--- config.mk ---
export PLATFORM = sky130hd
export DESIGN_NAME = root_hub_power_status_regs
export DESIGN_NICKNAME = d
export VERILOG_FILES = /design/src/rh_regs_pkg.sv /design/src/port_power_ctl.sv /design/src/root_hub_power_status_regs.sv
export SDC_FILE = /design/constraint.sdc
export NUM_CORES = 1
export LEC_CHECK = 0
export BUFFER_PORTS_ARGS = -buffer_cell sky130_fd_sc_hd__buf_4
export CAP_MARGIN = 20
export CORE_UTILIZATION = 41
export CTS_BUF_LIST = sky130_fd_sc_hd__clkbuf_8
export DETAILED_ROUTE_END_ITERATION = 8
export HOLD_SLACK_MARGIN = 0.15
export PLACE_DENSITY = 0.9
export SYNTH_ARGS = -nofsm -noshare
export SYNTH_HDL_FRONTEND = slang
export SYNTH_SLANG_ARGS = --single-unit
--- constraint.sdc ---
create_clock -name mclk -period 2.5 [get_ports mclk]
set_clock_uncertainty 0.1 [all_clocks]
set_input_delay 0.5 -clock mclk [delete_from_list [all_inputs] [get_ports mclk]]
set_output_delay 0.5 -clock mclk [all_outputs]
set_load 0.02 [all_outputs]
--- src/rh_regs_pkg.sv ---
package rh_regs_pkg;

    // ------------------------------------------------------------
    // Register offsets
    // ------------------------------------------------------------
    localparam logic [7:0]  OFS_MASK_REMOVABLE = 8'h4c;  // Port mask and removable flags
    localparam logic [7:0]  OFS_HUB_STATUS     = 8'h50;  // Hub status and change

    // ------------------------------------------------------------
    // Field positions in the hub status and descriptor words
    // ------------------------------------------------------------
    localparam int BIT_CLR_WAKE   = 31;  // Clear wake enable command
    localparam int BIT_OC_CHANGE  = 17;  // Overcurrent change flag
    localparam int BIT_SET_GPWR   = 16;  // Set global power command
    localparam int BIT_WAKE_EN    = 15;  // Wake on connect enable
    localparam int BIT_OC_IND     = 1;   // Overcurrent indicator
    localparam int BIT_CLR_GPWR   = 0;   // Clear global power command
    localparam int MASK_LSB       = 16;  // Port power mask low bit

    // ------------------------------------------------------------
    // Sizes and reset values
    // ------------------------------------------------------------
    localparam int NUM_PORTS = 2;                               // Downstream ports
    localparam logic [31:0] RST_MASK_REMOVABLE = 32'h0000_0000; // Descriptor reset
    localparam logic [15:0] PORT_FIELD_MASK    = 16'h0006;      // Bits 1..2 implemented

endpackage

--- src/port_power_ctl.sv ---
`timescale 1ns/1ps
`default_nettype none

// ------------------------------------------------------------
// One port's power enable under global commands
// ------------------------------------------------------------
module port_power_ctl
    import rh_regs_pkg::*;
(
    input  wire logic mclk,        // Clock
    input  wire logic arst_n,      // Async reset, active low
    input  wire logic perPortMode, // Power switching mode, 1 = per port
    input  wire logic maskBit,     // This port's power mask bit
    input  wire logic setGlobal,   // Set global power pulse
    input  wire logic clrGlobal,   // Clear global power pulse
    output logic      globalOn     // Power state from global commands
);

    logic onQ;   // Registered power state
    logic onD;   // Next power state
    logic obeys; // Port follows global commands

    // Next state from global commands
    always_comb
    begin
        obeys = !perPortMode || !maskBit;
        onD   = onQ;
        if (obeys && setGlobal)
        begin
            onD = 1'b1;
        end
        else if (obeys && clrGlobal)
        begin
            onD = 1'b0;
        end
    end

    // State register
    always_ff @(posedge mclk or negedge arst_n)
    begin
        if (!arst_n)
        begin
            onQ <= 1'b0;
        end
        else
        begin
            onQ <= onD;
        end
    end

    assign globalOn = onQ;

endmodule

`default_nettype wire

--- src/root_hub_power_status_regs.sv ---
`timescale 1ns/1ps
`default_nettype none

module root_hub_power_status_regs
    import rh_regs_pkg::*;
(
    input  wire logic                 mclk,          // Bus clock
    input  wire logic                 arst_n,        // Async reset, active low
    input  wire logic [7:0]           regAddr,       // Offset from base address
    input  wire logic                 regWrite,      // Write strobe, one cycle
    input  wire logic                 regRead,       // Read strobe, one cycle
    input  wire logic [31:0]          regWdata,      // Write data
    output logic      [31:0]          regRdata,      // Read data, registered
    input  wire logic                 perPortMode,   // Power switching mode
    input  wire logic                 overcurrent,   // Overcurrent indicator in
    input  wire logic                 connectChange, // Connect change event
    input  wire logic                 suspended,     // Hub in suspend
    output logic                      resumeEvent,   // Wake request pulse
    output logic      [NUM_PORTS:1]   globalPowerOn, // Per port global power state
    output logic      [NUM_PORTS:1]   portPowerMask, // Effective mask per port
    output logic      [NUM_PORTS:1]   removableFlags // Removable flag per port
);

    // ------------------------------------------------------------
    // State
    // ------------------------------------------------------------
    logic [31:0] descQ;      // Descriptor word
    logic [31:0] descD;      // Next descriptor word
    logic        ocChangeQ;  // Overcurrent change flag
    logic        ocChangeD;  // Next change flag
    logic        ocPrevQ;    // Last overcurrent level
    logic        wakeEnQ;    // Wake on connect enable
    logic        wakeEnD;    // Next wake enable
    logic [31:0] rdataD;     // Next read data
    logic        resumeQ;    // Registered resume pulse
    logic        resumeD;    // Next resume pulse
    logic        wrDesc;     // Descriptor write
    logic        wrStat;     // Status write
    logic        setGlobal;  // Set global power pulse
    logic        clrGlobal;  // Clear global power pulse

    // ------------------------------------------------------------
    // Address decode
    // ------------------------------------------------------------
    assign wrDesc    = regWrite && (regAddr == OFS_MASK_REMOVABLE);
    assign wrStat    = regWrite && (regAddr == OFS_HUB_STATUS);
    assign setGlobal = wrStat && regWdata[BIT_SET_GPWR];
    assign clrGlobal = wrStat && regWdata[BIT_CLR_GPWR];

    // ------------------------------------------------------------
    // Next values
    // ------------------------------------------------------------
    always_comb
    begin
        // Descriptor: only port bits stored, bit 0 reserved
        descD = descQ;
        if (wrDesc)
        begin
            descD = regWdata & {PORT_FIELD_MASK, PORT_FIELD_MASK};
        end
        // Change flag: hardware set beats write-one clear
        ocChangeD = ocChangeQ;
        if (wrStat && regWdata[BIT_OC_CHANGE])
        begin
            ocChangeD = 1'b0;
        end
        if (overcurrent != ocPrevQ)
        begin
            ocChangeD = 1'b1;
        end
        // Wake enable: set wins if both written
        wakeEnD = wakeEnQ;
        if (wrStat && regWdata[BIT_CLR_WAKE])
        begin
            wakeEnD = 1'b0;
        end
        if (wrStat && regWdata[BIT_WAKE_EN])
        begin
            wakeEnD = 1'b1;
        end
        // Connect change counts as resume in suspend with wake enabled
        resumeD = wakeEnQ && suspended && connectChange;
        // Read mux; commands read as zero
        rdataD = regRdata;
        if (regRead)
        begin
            rdataD = 32'h0000_0000;
            if (regAddr == OFS_MASK_REMOVABLE)
            begin
                rdataD = descQ;
            end
            else if (regAddr == OFS_HUB_STATUS)
            begin
                rdataD[BIT_OC_CHANGE] = ocChangeQ;
                rdataD[BIT_WAKE_EN]   = wakeEnQ;
                rdataD[BIT_OC_IND]    = ocPrevQ;
            end
        end
    end

    // ------------------------------------------------------------
    // Registers
    // ------------------------------------------------------------
    always_ff @(posedge mclk or negedge arst_n)
    begin
        if (!arst_n)
        begin
            descQ     <= RST_MASK_REMOVABLE;
            ocChangeQ <= 1'b0;
            ocPrevQ   <= 1'b0;
            wakeEnQ   <= 1'b0;
            resumeQ   <= 1'b0;
            regRdata  <= 32'h0000_0000;
        end
        else
        begin
            descQ     <= descD;
            ocChangeQ <= ocChangeD;
            ocPrevQ   <= overcurrent;
            wakeEnQ   <= wakeEnD;
            resumeQ   <= resumeD;
            regRdata  <= rdataD;
        end
    end

    assign resumeEvent = resumeQ;

    // ------------------------------------------------------------
    // Per-port power control
    // ------------------------------------------------------------
    genvar p;
    generate
        for (p = 1; p <= NUM_PORTS; p++)
        begin : g_port
            port_power_ctl u_ctl (
                .mclk        (mclk),
                .arst_n      (arst_n),
                .perPortMode (perPortMode),
                .maskBit     (descQ[MASK_LSB + p]),
                .setGlobal   (setGlobal),
                .clrGlobal   (clrGlobal),
                .globalOn    (globalPowerOn[p])
            );
            assign portPowerMask[p]  = perPortMode && descQ[MASK_LSB + p];
            assign removableFlags[p] = descQ[p];
        end
    endgenerate

    // ------------------------------------------------------------
    // Checks
    // ------------------------------------------------------------
    property p_desc_write;
        @(posedge mclk) disable iff (!arst_n)
        wrDesc |=> descQ == ($past(regWdata) & 32'h0006_0006);
    endproperty
    a_desc_write: assert property (p_desc_write) else $error("descriptor store wrong");

    property p_oc_set;
        @(posedge mclk) disable iff (!arst_n)
        (overcurrent != ocPrevQ) |=> ocChangeQ;
    endproperty
    a_oc_set: assert property (p_oc_set) else $error("change flag not set");

    property p_oc_clear;
        @(posedge mclk) disable iff (!arst_n)
        (wrStat && regWdata[17] && overcurrent == ocPrevQ) |=> !ocChangeQ;
    endproperty
    a_oc_clear: assert property (p_oc_clear) else $error("change flag not cleared");

    property p_oc_hold;
        @(posedge mclk) disable iff (!arst_n)
        (!(wrStat && regWdata[17]) && ocChangeQ) |=> ocChangeQ;
    endproperty
    a_oc_hold: assert property (p_oc_hold) else $error("change flag lost");

    property p_wake_set;
        @(posedge mclk) disable iff (!arst_n)
        (wrStat && regWdata[15]) |=> wakeEnQ;
    endproperty
    a_wake_set: assert property (p_wake_set) else $error("wake enable not set");

    property p_wake_clr;
        @(posedge mclk) disable iff (!arst_n)
        (wrStat && regWdata[31] && !regWdata[15]) |=> !wakeEnQ;
    endproperty
    a_wake_clr: assert property (p_wake_clr) else $error("wake enable not cleared");

    property p_status_read;
        @(posedge mclk) disable iff (!arst_n)
        (regRead && regAddr == 8'h50) |=>
            (regRdata[31:18] == 14'h0 && regRdata[16] == 1'b0 && regRdata[0] == 1'b0);
    endproperty
    a_status_read: assert property (p_status_read) else $error("status zeros wrong");

    property p_global_set;
        @(posedge mclk) disable iff (!arst_n)
        (setGlobal && !perPortMode) |=> (globalPowerOn == 2'b11);
    endproperty
    a_global_set: assert property (p_global_set) else $error("global set failed");

    property p_masked_hold;
        @(posedge mclk) disable iff (!arst_n)
        (perPortMode && descQ[17] && (setGlobal || clrGlobal)) |=>
            globalPowerOn[1] == $past(globalPowerOn[1]);
    endproperty
    a_masked_hold: assert property (p_masked_hold) else $error("masked port changed");

    // Connect change in suspend with wake enabled gives a resume pulse
    property p_resume;
        @(posedge mclk) disable iff (!arst_n)
        (wakeEnQ && suspended && connectChange) |=> resumeEvent;
    endproperty
    a_resume: assert property (p_resume) else $error("resume not raised");

endmodule

`default_nettype wire

== Word level (Yosys, flattened, before mapping) ==
Index checks and enable logic that the tools add are counted.
Word-level totals
  output and inout bits: 39
  logic and storage cells: 51
  bits of input ports: 48
  flip-flop bits (word level): 40
Operators by class
  reduce and logical (&&, ||, !) cells: 24
  mux-type cells: 16
  equality and inequality tests: 3
Operator list (number)
  equality test 8 x 7 -> 1 bit (second input constant): 2
  2-to-1 mux 1 bit: 16
  logical AND 1 bit: 15
  nonzero test 2 bit: 4
  zero test 1 bit: 3
  logical OR 1 bit: 2
  inequality test 1 bit: 1

== Longest topological paths before layout ==
Gate-level depths: netlist of the first run.
  word-level depth: 6
  mapped depth: 3
  mapped depth without buffers: 3

== Hierarchy ==
From an unflattened synthesis of the first run, not the netlist that was laid out.
Second synthesis, totals
  cell total of the unflattened synthesis: 88
  area, all modules: 920.9 um2
Modules (own cells, without submodules)
  root_hub_power_status_regs: cells an instance 80, area each 825.8 um2, instances 1, sequential area each 325.3 um2
  port_power_ctl: cells an instance 4, area each 47.5 um2, instances 2, sequential area each 25.0 um2

== Worst setup path before layout of the first run ==
Ideal clock, no wire load.
  path kind: input -> register
  from: in regAddr[1]
  to: reg g_port[1].u_ctl.onQ
  library setup time: 0.134 ns
  data arrival time: 1.466 ns
  slack: 0.799 ns
  path buffers: 0
  stages on the path: 3
  data required time: 2.266 ns
  cells stage by stage: or4b_1 o41ai_2 o31ai_1
Between the ends
  cells in the longest elaborated chain, start to end: 5
  elaborated cells on any way between the ends: 8
  classes of those cells: eq/ne (1); mux (1); reduce/logical (6)
RTL lines
  start, declared: line root_hub_power_status_regs.sv:9  | input wire logic [7:0] regAddr,
  equality test 8 x 7 -> 1 bit (*): line root_hub_power_status_regs.sv:46  | assign wrStat = regWrite && (regAddr == OFS_HUB_STATUS);
  logical AND 1 bit (*): line root_hub_power_status_regs.sv:46
  logical AND 1 bit, on equally long branches: line root_hub_power_status_regs.sv:47, root_hub_power_status_regs.sv:48
  logical AND 1 bit, on equally long branches: line port_power_ctl.sv:28, port_power_ctl.sv:32
  2-to-1 mux 1 bit / nonzero test 2 bit (equally long branches)
  end signal, assigned: line port_power_ctl.sv:47  | onQ <= onD;
  end, declared: line port_power_ctl.sv:19  | logic onQ;
Mark *: on every way between the ends. The rest lies on a longest branch, timed or not.
A chain may end at the register's enable or synchronous reset.

== Worst setup path in the final report of the first run ==
Ends and elaborated chain as after synthesis.

==> results.py, run 1 <==
metrics = {
    "setup_path": {
        "r2r-end": "g_port[2].u_ctl.globalOn",
        "crit_required_ns": 2.52,
        "worst-setup-path-type": "in -> reg",
        "critPathBufInv": 1,
        "arrival_ns": 1.62,
        "cp-start-kind": "input port",
        "slowest_delay_ns": 0.58,
        "worstSetupEndpointType": "flip-flop",
        "slowest_stage": "or4b_1",
        "cp_top_family": "simple AND/OR/NAND/NOR gates",
        "path_cells": "buf_4 > or4b_1 > o41ai_2 > o31ai_1",
        "crit_fanout": 3,
        "r2r_setup_slack_ns": 1.25,
        "r2r-start": "descQ[18]",
        "reg2regPathDepth": 3,
    },
    "layout": {
        "drive_above_1_share_pct": 38.58,
        "syn_to_final_growth_pct": 24.40,
        "antenna_cells": 0,
        "nets": 176,
        "finish.utilization_pct": 53.57,
    },
    "worst_hold_path": {
        "hold_class": "in -> reg",
        "hold_depth": 1,
        "hold_end": "ocPrevQ",
        "hp-start": "overcurrent",
    },
    "sta": {
        "rsz0062_at_grt": "false",
        "setup_violations": 0,
        "timing.hold.ws_ns": 0.2754,
        "final_hold_viol_count": 0,
        "max_freq_mhz": 622.2,
        "finalCriticalPeriod_ns": 1.607,
        "relSlewSlack_pct": 63.42,
        "tightestPinTransition_ns": 0.5472,
        "fin_tns_setup_ns": 0,
        "finalCritPeriodShare_pct": 64.29,
        "slew_viol_final": 0,
    },
    "clocking": {
        "htree_levels": 1,
        "cts_tree": "done",
        "cts-buffers-inserted": 3,
        "clockBufferDepth": 2,
        "clkSinkCount": 15,
        "cts_resized": 0,
        "clock_latency_ns": 0.24,
        "cts_root_buf": "clkbuf_8",
        "clkSlewWorstSetupHoldPaths_ns": 0.06,
    },
    "drt": {
        "wl_per_cell_um": 10.70,
        "routed_wl_mm": 1.658,
        "wl_met3_um": 145,
        "num_vias": 685,
        "drc": 0,
        "vias_per_cell": 4.419,
        "dr.pass1.iters": 4,
        "dr_wl_met2_um": 869,
        "drtIter0Drc": 6,
        "antenna_left": 0,
        "wl_met1_um": 643,
        "highest_layer": "met3",
    },
    "placed_design": {
        "io_buffers": 35,
        "place_hpwl_mm": 1.375,
        "gp_congestion": 0.7761,
    },
    "flow_run": {
        "maxCapViolCount": 0,
    },
    "floorplan": {
        "die_height_um": 49.97,
        "dieArea_um2": 2497,
        "row_count": 17,
        "start_util_pct": 43.06,
        "core_um2": 2191,
        "die_w_um": 49.97,
        "io_pins": 87,
    },
    "synthesis": {
        "avgSynthCellArea_um2": 10.37,
        "synth_top_area_share_pct": 39.79,
        "ys_seq_elements": 15,
        "synth_top_area_cell": "dfrtp_1",
        "synthesis.area_um2": 943.4,
        "yosys.cell_types.count": 24,
        "synth_area_leaders": "dfrtp_1, buf_4, mux2_2",
        "netlist_instances": 91,
        "ys_warn_count": 0,
        "seq_area_frac_synth_pct": 39.79,
    },
    "grt": {
        "grt_usage_pct": 14.60,
        "grt_overflow": 0,
        "grt_max_degree": 16,
        "grt_pass1_vias": 692,
        "antenna_found_initial": 0,
        "grt_pass1_wl_mm": 2.780,
    },
    "run_status": {
        "outcome": "finished, final reports clean",
    },
    "pwr": {
        "power_density_nw_per_um2": 473.0,
        "ir_drop_uv": 215.3,
        "p_leak_uw": 0.0005880,
    },
}
-- area by class of cell --
type                            instances  area (µm²)
Clock buffer                            3       41.29
Clock inverter                          1       5.005
Fill cell                             199        1017
Inverter                               11       41.29
Multi-Input combinational cell         61       402.9
Sequential cell                        15       375.4
Tap cell                               28       35.03
Timing Repair Buffer                   36       272.8
-- synthesized netlist by cell type --
master and count:
o22ai_1 3, or4b_4 1, nor4b_4 1, nor4bb_1 1
dfrtp_1 15, and3_1 1, nand3_2 1, nand2_1 3
o2bb2ai_1 1, buf_4 29, xor2_1 1, clkbuf_1 1
o221ai_1 2, inv_1 11, o41ai_2 2, mux2_2 4
nor4b_2 1, conb_1 1, or4b_1 1, and2_1 2
a21o_1 1, nand4_1 4, nand3_1 2, o31ai_1 2
-- routing by layer --
metal  global-route usage (%)  up-vias
met4                    4.286        0
met2                    27.25       38
met5                        0        -
li1                         -      330
met1                    15.93      317
met3                    3.704        0
-- registers in the layout, indices dropped and copies added, names as in the netlist --
signal	flops
g_port.u_ctl.globalOn	2
ocChangeQ	1
wakeEnQ	1
descQ	4
resumeEvent	1
ocPrevQ	1
regRdata	5
-- cells in the final DEF, fill, tap and decap left out --
cell,n
a21o_1,1
and2_1,2
and3_1,1
buf_4,35
clkbuf_8,3
clkinv_2,1
conb_1,27
dfrtp_1,15
dlygate4sd3_1,1
inv_1,11
mux2_2,4
nand2_1,3
nand3_1,2
nand3_2,1
nand4_1,4
nor4b_2,1
nor4b_4,1
nor4bb_1,1
o221ai_1,2
o22ai_1,3
o2bb2ai_1,1
o31ai_1,2
o41ai_2,2
or4b_1,1
or4b_4,1
xor2_1,1
-- how the worst max path moves through the flow --
stage,slack (ns),startpoint,endpoint,cells after the start
after CTS,0.89,regAddr[1],g_port[1].u_ctl.globalOn,4
final,0.89,regAddr[1],g_port[1].u_ctl.globalOn,4
after global routing,0.77,regAddr[1],g_port[1].u_ctl.globalOn,4
after global placement,0.64,regAddr[1],g_port[1].u_ctl.globalOn,4
after detailed placement,0.63,regAddr[1],g_port[1].u_ctl.globalOn,4
after floorplan,0.80,regAddr[1],g_port[1].u_ctl.globalOn,3
-- through the flow --
step	setup WS, ns	std cells	area, µm²	total power [µW]
after global routing	0.7717	155	1174	582.3
final	0.8928	155	1174	555.2
after global placement	0.6402	150	1117	362.4
after floorplan	0.7993	117	1041	351.8
after CTS	0.8890	155	1174	560.1
after detailed placement	0.6311	150	1117	365.0
-- cell families after synthesis --
group	after synthesis	synth area share [%]
compound gates	11	10.61
other cells	1	0.3975
simple gates	18	15.65
xor+xnor	1	0.9286
mux	4	4.774
flops	15	39.79
buf+inv	41	27.85
-- what timing repair did --
item | 4_1_cts | 5_1_grt
setup endpoints to repair | 0 | 0
endpoints found under the hold margin | 15 | 0
hold buffers | 1 | 0
setup buffers | 0 | 0
-- where the power goes --
part / switching [µW] / internal, µW / total, µW / leakage (µW)
Combinational: 67.3 / 40.1 / 107 / 0.000362
Clock: 83.4 / 110 / 194 / 0.0000255
Sequential: 4.73 / 249 / 254 / 0.000201
Power figures use the tool's default switching activity.
==> run 2: changes to the inputs <==
--- a/config.mk
+++ b/config.mk
@@ -5,13 +5,14 @@
 export SDC_FILE = /design/constraint.sdc
 export NUM_CORES = 1
 export LEC_CHECK = 0
+export ABC_AREA = 1
 export BUFFER_PORTS_ARGS = -buffer_cell sky130_fd_sc_hd__buf_4
 export CAP_MARGIN = 20
-export CORE_UTILIZATION = 41
+export CORE_UTILIZATION = 35
 export CTS_BUF_LIST = sky130_fd_sc_hd__clkbuf_8
 export DETAILED_ROUTE_END_ITERATION = 8
 export HOLD_SLACK_MARGIN = 0.15
-export PLACE_DENSITY = 0.9
+export PLACE_DENSITY = 0.81
 export SYNTH_ARGS = -nofsm -noshare
 export SYNTH_HDL_FRONTEND = slang
 export SYNTH_SLANG_ARGS = --single-unit
==> constraint.sdc (replaced) <==
create_clock -name mclk -period 1.3 [get_ports mclk]
set_clock_uncertainty 0.1 [all_clocks]
set_input_delay 0.26 -clock mclk [delete_from_list [all_inputs] [get_ports mclk]]
set_output_delay 0.26 -clock mclk [all_outputs]
set_load 0.02 [all_outputs]
==> run 2 against run 1 <==
Compared with the run above:
- sequential share of layout area decreased by 2.6 points
- critical path depth decreased by 1
- global-route usage decreased by 1.9 points
- design area increased by 9.0%
- wire length increased by 7.2%
- worst setup slack got worse by 0.87 ns
- critical path type is now reg -> out
- critical endpoint is now portPowerMask[1]
- largest power group unchanged
- highest routed layer unchanged
==> results.py, run 2 <==
metrics = {
    "synthesis": {
        "synth_top_family_by_area": "simple AND/OR/NAND/NOR gates",
        "synth_compound_area_share_pct": 4.118,
        "async_flop_share_pct": 100.0,
        "synth_area_leaders": "dfrtp_1, buf_4, nand2_1",
        "synth_top_area_cell": "dfrtp_1",
        "synth_top_area_share_pct": 38.61,
        "synth_xor_area_share_pct": 0.9009,
        "synthMuxAreaShare_pct": 0,
        "synth_edf_count": 0,
        "ys_top_cells_by_count": "nand2_1, buf_4, dfrtp_1",
        "yosys.cell_types.count": 18,
        "avgSynthCellArea_um2": 8.035,
        "synth_fa_ha_area_share_pct": 0,
        "synth_ff_type": "dfrtp_1",
        "seq_area_frac_synth_pct": 38.61,
        "synth.most_common_cell": "nand2_1",
        "synthesis.area_um2": 972.2,
        "netlist_instances": 121,
        "synthSimpleGateAreaFrac_pct": 28.57,
        "ys_warn_count": 0,
        "ys_seq_elements": 15,
    },
    "setup_path": {
        "crit_fanout": 3,
        "slowest_stage": "dfrtp_1",
        "critPathBufInv": 2,
        "crit_required_ns": 0.94,
        "arrival_ns": 0.92,
        "path_cells": "nand2_2 > inv_2 > buf_6",
        "worst-setup-path-type": "reg -> out",
        "cp_top_family": "flip-flops",
        "worstSetupEndpointType": "output pin",
        "slowest_delay_ns": 0.40,
        "cp-start-kind": "flip-flop",
    },
    "grt": {
        "antenna_found_initial": 0,
        "grt_overflow": 0,
        "grt_usage_pct": 12.71,
        "grt_pass1_wl_mm": 2.622,
        "grt_max_degree": 16,
        "grt_pass1_vias": 619,
    },
    "sta": {
        "finalCritPeriodShare_pct": 98.16,
        "finalCriticalPeriod_ns": 1.276,
        "slew_viol_final": 0,
        "final_hold_viol_count": 0,
        "setup_violations": 0,
        "max_freq_mhz": 783.7,
        "rsz0062_at_grt": "true",
    },
    "drt": {
        "highest_layer": "met3",
        "drtIter0Drc": 9,
        "routed_wl_mm": 1.777,
        "wl_met1_um": 726,
        "dr.pass1.iters": 4,
        "vias_per_cell": 4.056,
        "wl_met3_um": 122,
        "antenna_left": 0,
        "dr_wl_met2_um": 928,
        "num_vias": 791,
        "drc": 0,
        "wl_per_cell_um": 9.113,
    },
    "placed_design": {
        "place_inst": 184,
        "gp_congestion": 0.7781,
        "place_hpwl_mm": 1.421,
        "place_area_um2": 1160,
        "io_buffers": 35,
    },
    "worst_hold_path": {
        "hold_class": "in -> reg",
    },
    "layout": {
        "final_cell_mix": "buf_4, nand2_1, conb_1, dfrtp_1, inv_1",
        "syn_to_final_growth_pct": 31.53,
        "layout_commonest_cell": "buf_4",
        "nets": 214,
        "fin_cells": 195,
        "largest-register": "regRdata",
        "stdcell_area_um2": 1279,
        "finish.utilization_pct": 50.25,
        "drive_above_1_share_pct": 33.94,
        "antenna_cells": 0,
        "largest_reg_flops": 5,
    },
    "clocking": {
        "htree_levels": 1,
        "cts-buffers-inserted": 3,
        "clockBufferDepth": 2,
        "clkSinkCount": 15,
        "cts_root_buf": "clkbuf_8",
        "clock_latency_ns": 0.24,
        "clkSlewWorstSetupHoldPaths_ns": 0.06,
        "cts_tree": "done",
    },
    "floorplan": {
        "io_pins": 87,
        "start_util_pct": 38.20,
        "dieArea_um2": 2993,
        "die_height_um": 54.71,
        "die_w_um": 54.71,
        "core_um2": 2545,
        "row_count": 18,
    },
    "run_status": {
        "outcome": "finished, final reports clean",
    },
    "pwr": {
        "p_leak_uw": 0.0007252,
        "ir_drop_uv": 594.1,
        "power_density_nw_per_um2": 844.9,
    },
    "flow_run": {
        "maxCapViolCount": 0,
    },
}
==> run 2: changes by cell type in the layout (fill, tap and decap cells not counted), sizes merged, moves of 3 or more <==
cell	before	now
buf	35	38
o22ai	3	0
mux2	4	0
nor2	0	7
inv	11	14
nand2	3	35
o21ai	0	8
nand3	3	6
dlygate4sd3	1	5
==> run 2: area by class of cell <==
cell class / count / area, µm²
Fill cell: 253 / 1266
Tap cell: 30 / 37.54
Clock buffer: 3 / 41.29
Inverter: 13 / 48.80
Multi-Input combinational cell: 90 / 432.9
Sequential cell: 15 / 375.4
Clock inverter: 1 / 3.754
Timing Repair Buffer: 43 / 339.1
==> run 2: path summary, 6_finish.rpt <==
check	startpoint	to	slack, ns	cells after the start
setup / recovery	descQ[17]	portPowerMask[1]	0.02	3
hold / removal	regWdata[18]	descQ[18]	0.16	3
setup reg to reg	descQ[17]	g_port[1].u_ctl.globalOn	0.38	4
min in group asynchronous	arst_n	regRdata[17]	0.30	2
hold reg to reg	g_port[1].u_ctl.globalOn	g_port[1].u_ctl.globalOn	0.38	2
max in group asynchronous	arst_n	regRdata[15]	0.62	2
==> run 2: cells by family after synthesis <==
logic type	after synthesis
XOR/XNOR	1
AO/OA/AOI/OAI	8
other	1
flip-flops	15
buffers and inverters	42
AND/OR/NAND/NOR	54
==> run 2: timing repair <==
item | in CTS | in global routing
endpoints found under the hold margin | 17 | 2
hold buffers | 3 | 2
buffers inserted | 0 | 2
gates cloned | 0 | 0
setup endpoints to repair | 2 | 2
gates resized for setup | 2 | 2
pin swaps | 0 | 1
==> run 2: layer usage <==
layer	up-vias	GRT usage, %
li1	410	-
met1	350	15.06
met2	31	20.88
met3	0	5.833
met4	0	2.564
met5	-	0
==> run 2: tightest hold or removal path: stages <==
cell     delay [ns]
buf_4          0.10
inv_1          0.04
o21ai_1        0.05
==> run 2: per-stage QoR <==
| step | setup TNS (ns) | worst slack, ns | hold slack, ns | total power [µW] |
|---|---|---|---|---|
| 6_report | 0 | 0.02396 | 0.1562 | 1080 |
| 5_1_grt | -0.01738 | -0.01738 | 0.1508 | 1136 |
| 4_1_cts | -0.004880 | -0.004880 | 0.1512 | 1083 |
| 3_5_place_dp | -0.2350 | -0.08597 | 0.02579 | 709.9 |
| 3_3_place_gp | -0.03724 | -0.03160 | 0.02325 | 706.5 |
| 2_1_floorplan | 0 | 0.1479 | -0.1356 | 677.8 |
==> run 2: where the power goes <==
part / internal, µW / total (µW) / switching, µW
sequential: 480 / 489 / 9.14
clock: 209 / 361 / 152
combinational: 85.8 / 230 / 144
total: 774 / 1080 / 306
==> run 3: changes to the inputs <==
--- a/config.mk
+++ b/config.mk
@@ -8,11 +8,12 @@
 export ABC_AREA = 1
 export BUFFER_PORTS_ARGS = -buffer_cell sky130_fd_sc_hd__buf_4
 export CAP_MARGIN = 20
+export CORE_MARGIN = 2
 export CORE_UTILIZATION = 35
 export CTS_BUF_LIST = sky130_fd_sc_hd__clkbuf_8
 export DETAILED_ROUTE_END_ITERATION = 8
 export HOLD_SLACK_MARGIN = 0.15
-export PLACE_DENSITY = 0.81
+export PLACE_DENSITY = 0.9
 export SYNTH_ARGS = -nofsm -noshare
 export SYNTH_HDL_FRONTEND = slang
 export SYNTH_SLANG_ARGS = --single-unit
==> run 3 against run 2 <==
Compared with the run above:
- utilization shrank 2.7 points
- combinational power shrank 2%
- flip-flop and latch count is the same
- fmax rose by 0.47%
- design area is 0.20% lower
- first-iteration DRC count rose by 67%
- die area rose by 7.4%
- worst setup slack gained 0.0059 ns
- largest cell class unchanged
==> results.py, run 3 (synthesis results as in run 2) <==
metrics = {
    "run_status": {
        "outcome": "finished, final reports clean",
    },
    "floorplan": {
        "dieArea_um2": 3215,
        "row_count": 19,
        "die_height_um": 56.71,
        "core_um2": 2686,
        "start_util_pct": 36.19,
        "die_w_um": 56.71,
        "io_pins": 87,
    },
    "layout": {
        "regArea_um2": 375.4,
        "layout_commonest_cell": "buf_4",
        "drive_above_1_share_pct": 35.15,
        "final_cell_mix": "buf_4, nand2_1, conb_1, dfrtp_1, inv_1",
        "largest-register": "regRdata",
        "syn_to_final_growth_pct": 31.27,
        "antenna_cells": 0,
        "nets": 214,
        "largest_reg_flops": 5,
        "nFillCells": 285,
        "stdcell_area_um2": 1276,
        "multi_input_area_um2": 432.9,
    },
    "drt": {
        "dr.pass1.iters": 3,
        "drtIter0Drc": 15,
        "antenna_left": 0,
        "drc": 0,
        "vias_per_cell": 4.005,
        "routed_wl_mm": 1.700,
        "num_vias": 785,
        "wl_per_cell_um": 8.673,
    },
    "setup_path": {
        "critPathBufInv": 2,
        "arrival_ns": 0.91,
        "cp-start-kind": "flip-flop",
        "critPathLaunch": "descQ[17]",
        "worstSetupEndpointType": "output pin",
        "path_cells": "nand2_2 > inv_1 > buf_6",
        "cp_top_family": "flip-flops",
        "worst-setup-path-type": "reg -> out",
        "slowest_stage": "dfrtp_1",
        "r2r-start": "descQ[17]",
        "crit_required_ns": 0.94,
        "crit_fanout": 3,
        "slowest_delay_ns": 0.41,
    },
    "worst_hold_path": {
        "hp-start": "regRead",
        "hold_class": "in -> reg",
    },
    "clocking": {
        "cts-buffers-inserted": 3,
        "cts_root_buf": "clkbuf_8",
        "clock_latency_ns": 0.24,
        "cts_tree": "done",
        "clkSlewWorstSetupHoldPaths_ns": 0.05,
        "clkSinkCount": 15,
        "clockBufferDepth": 2,
        "htree_levels": 1,
    },
    "flow_run": {
        "maxCapViolCount": 0,
    },
    "sta": {
        "setup_ws_ns": 0.02990,
        "max_freq_mhz": 787.3,
        "slew_viol_final": 0,
        "timing.hold.ws_ns": 0.1522,
        "fin_tns_setup_ns": 0,
        "final_hold_viol_count": 0,
        "finalCritPeriodShare_pct": 97.70,
        "finalCriticalPeriod_ns": 1.270,
        "setup_violations": 0,
    },
    "grt": {
        "met3_usage_pct": 2.995,
        "grt_pass1_vias": 664,
        "grt_usage_pct": 10.57,
        "grt_pass1_wl_mm": 2.677,
        "met2_usage_pct": 16.94,
        "grt_overflow": 0,
        "top_usage_layer": "met2",
        "use_met1_pct": 12.93,
        "grt_max_degree": 16,
        "antenna_found_initial": 0,
    },
    "placed_design": {
        "gp_congestion": 0.7788,
        "io_buffers": 35,
        "post-place-ws_ns": -0.06872,
        "place_area_um2": 1161,
        "place_hpwl_mm": 1.424,
    },
    "pwr": {
        "p_leak_uw": 0.0007295,
        "p_total_uw": 1068,
        "ir_drop_uv": 555.8,
        "power_density_nw_per_um2": 836.5,
    },
}
[run 3: changes by cell type in the layout (fill, tap and decap cells not counted), sizes merged]
cell	before	now
buf	38	41
dlygate4sd3	5	2
[run 3: power breakdown]
part / switching, µW / total (µW) / leakage, µW / internal (µW)
Combinational: 142 / 226 / 0.000502 / 83.9
Clock: 144 / 352 / 0.0000269 / 208
Sequential: 9.78 / 490 / 0.000201 / 480
[run 3: repair_timing]
action	CTS	global route
endpoints found under the hold margin	16	0
buffers inserted	0	5
pin swaps	0	2
setup endpoints to repair	2	2
hold buffers	2	0
gates resized for setup	2	2
gates cloned	0	0
[run 3: cell type report]
| class | instances | area share, % |
|---|---|---|
| multi-input combinational | 90 | 33.92 |
| tap | 31 | 3.039 |
| inverter | 13 | 3.824 |
| clock inverter | 1 | 0.2941 |
| timing repair buffer | 43 | 26.27 |
| sequential | 15 | 29.41 |
| clock buffer | 3 | 3.235 |
[run 3: worst min-delay path, cell delays in order]
cell and delay [ns]:
buf_4 0.10, nand2_1 0.05, nand2_1 0.05
[run 3: final timing paths]
path                       slack (ns)  cells after the start                        to
max                              0.03                      3          portPowerMask[1]
min                              0.15                      3              regRdata[17]
max reg2reg                      0.21                      6  g_port[1].u_ctl.globalOn
min reg2reg                      0.38                      2  g_port[2].u_ctl.globalOn
max in group asynchronous        0.63                      2                  descQ[2]
min in group asynchronous        0.30                      2              regRdata[17]
[run 3: per-layer routing]
metal | share of wire, % | wire length (µm)
met3 | 7.1 | 120
met2 | 53 | 893
met4 | 0 | 0
met1 | 40 | 687
met5 | 0 | 0
[run 3: stage by stage]
step | util (%) | std cells
floorplan | - | 147
finish | 47.51 | 196
global placement | 43.22 | 185
detailed placement | 43.22 | 185
global route | 47.51 | 196
CTS | 45.83 | 191
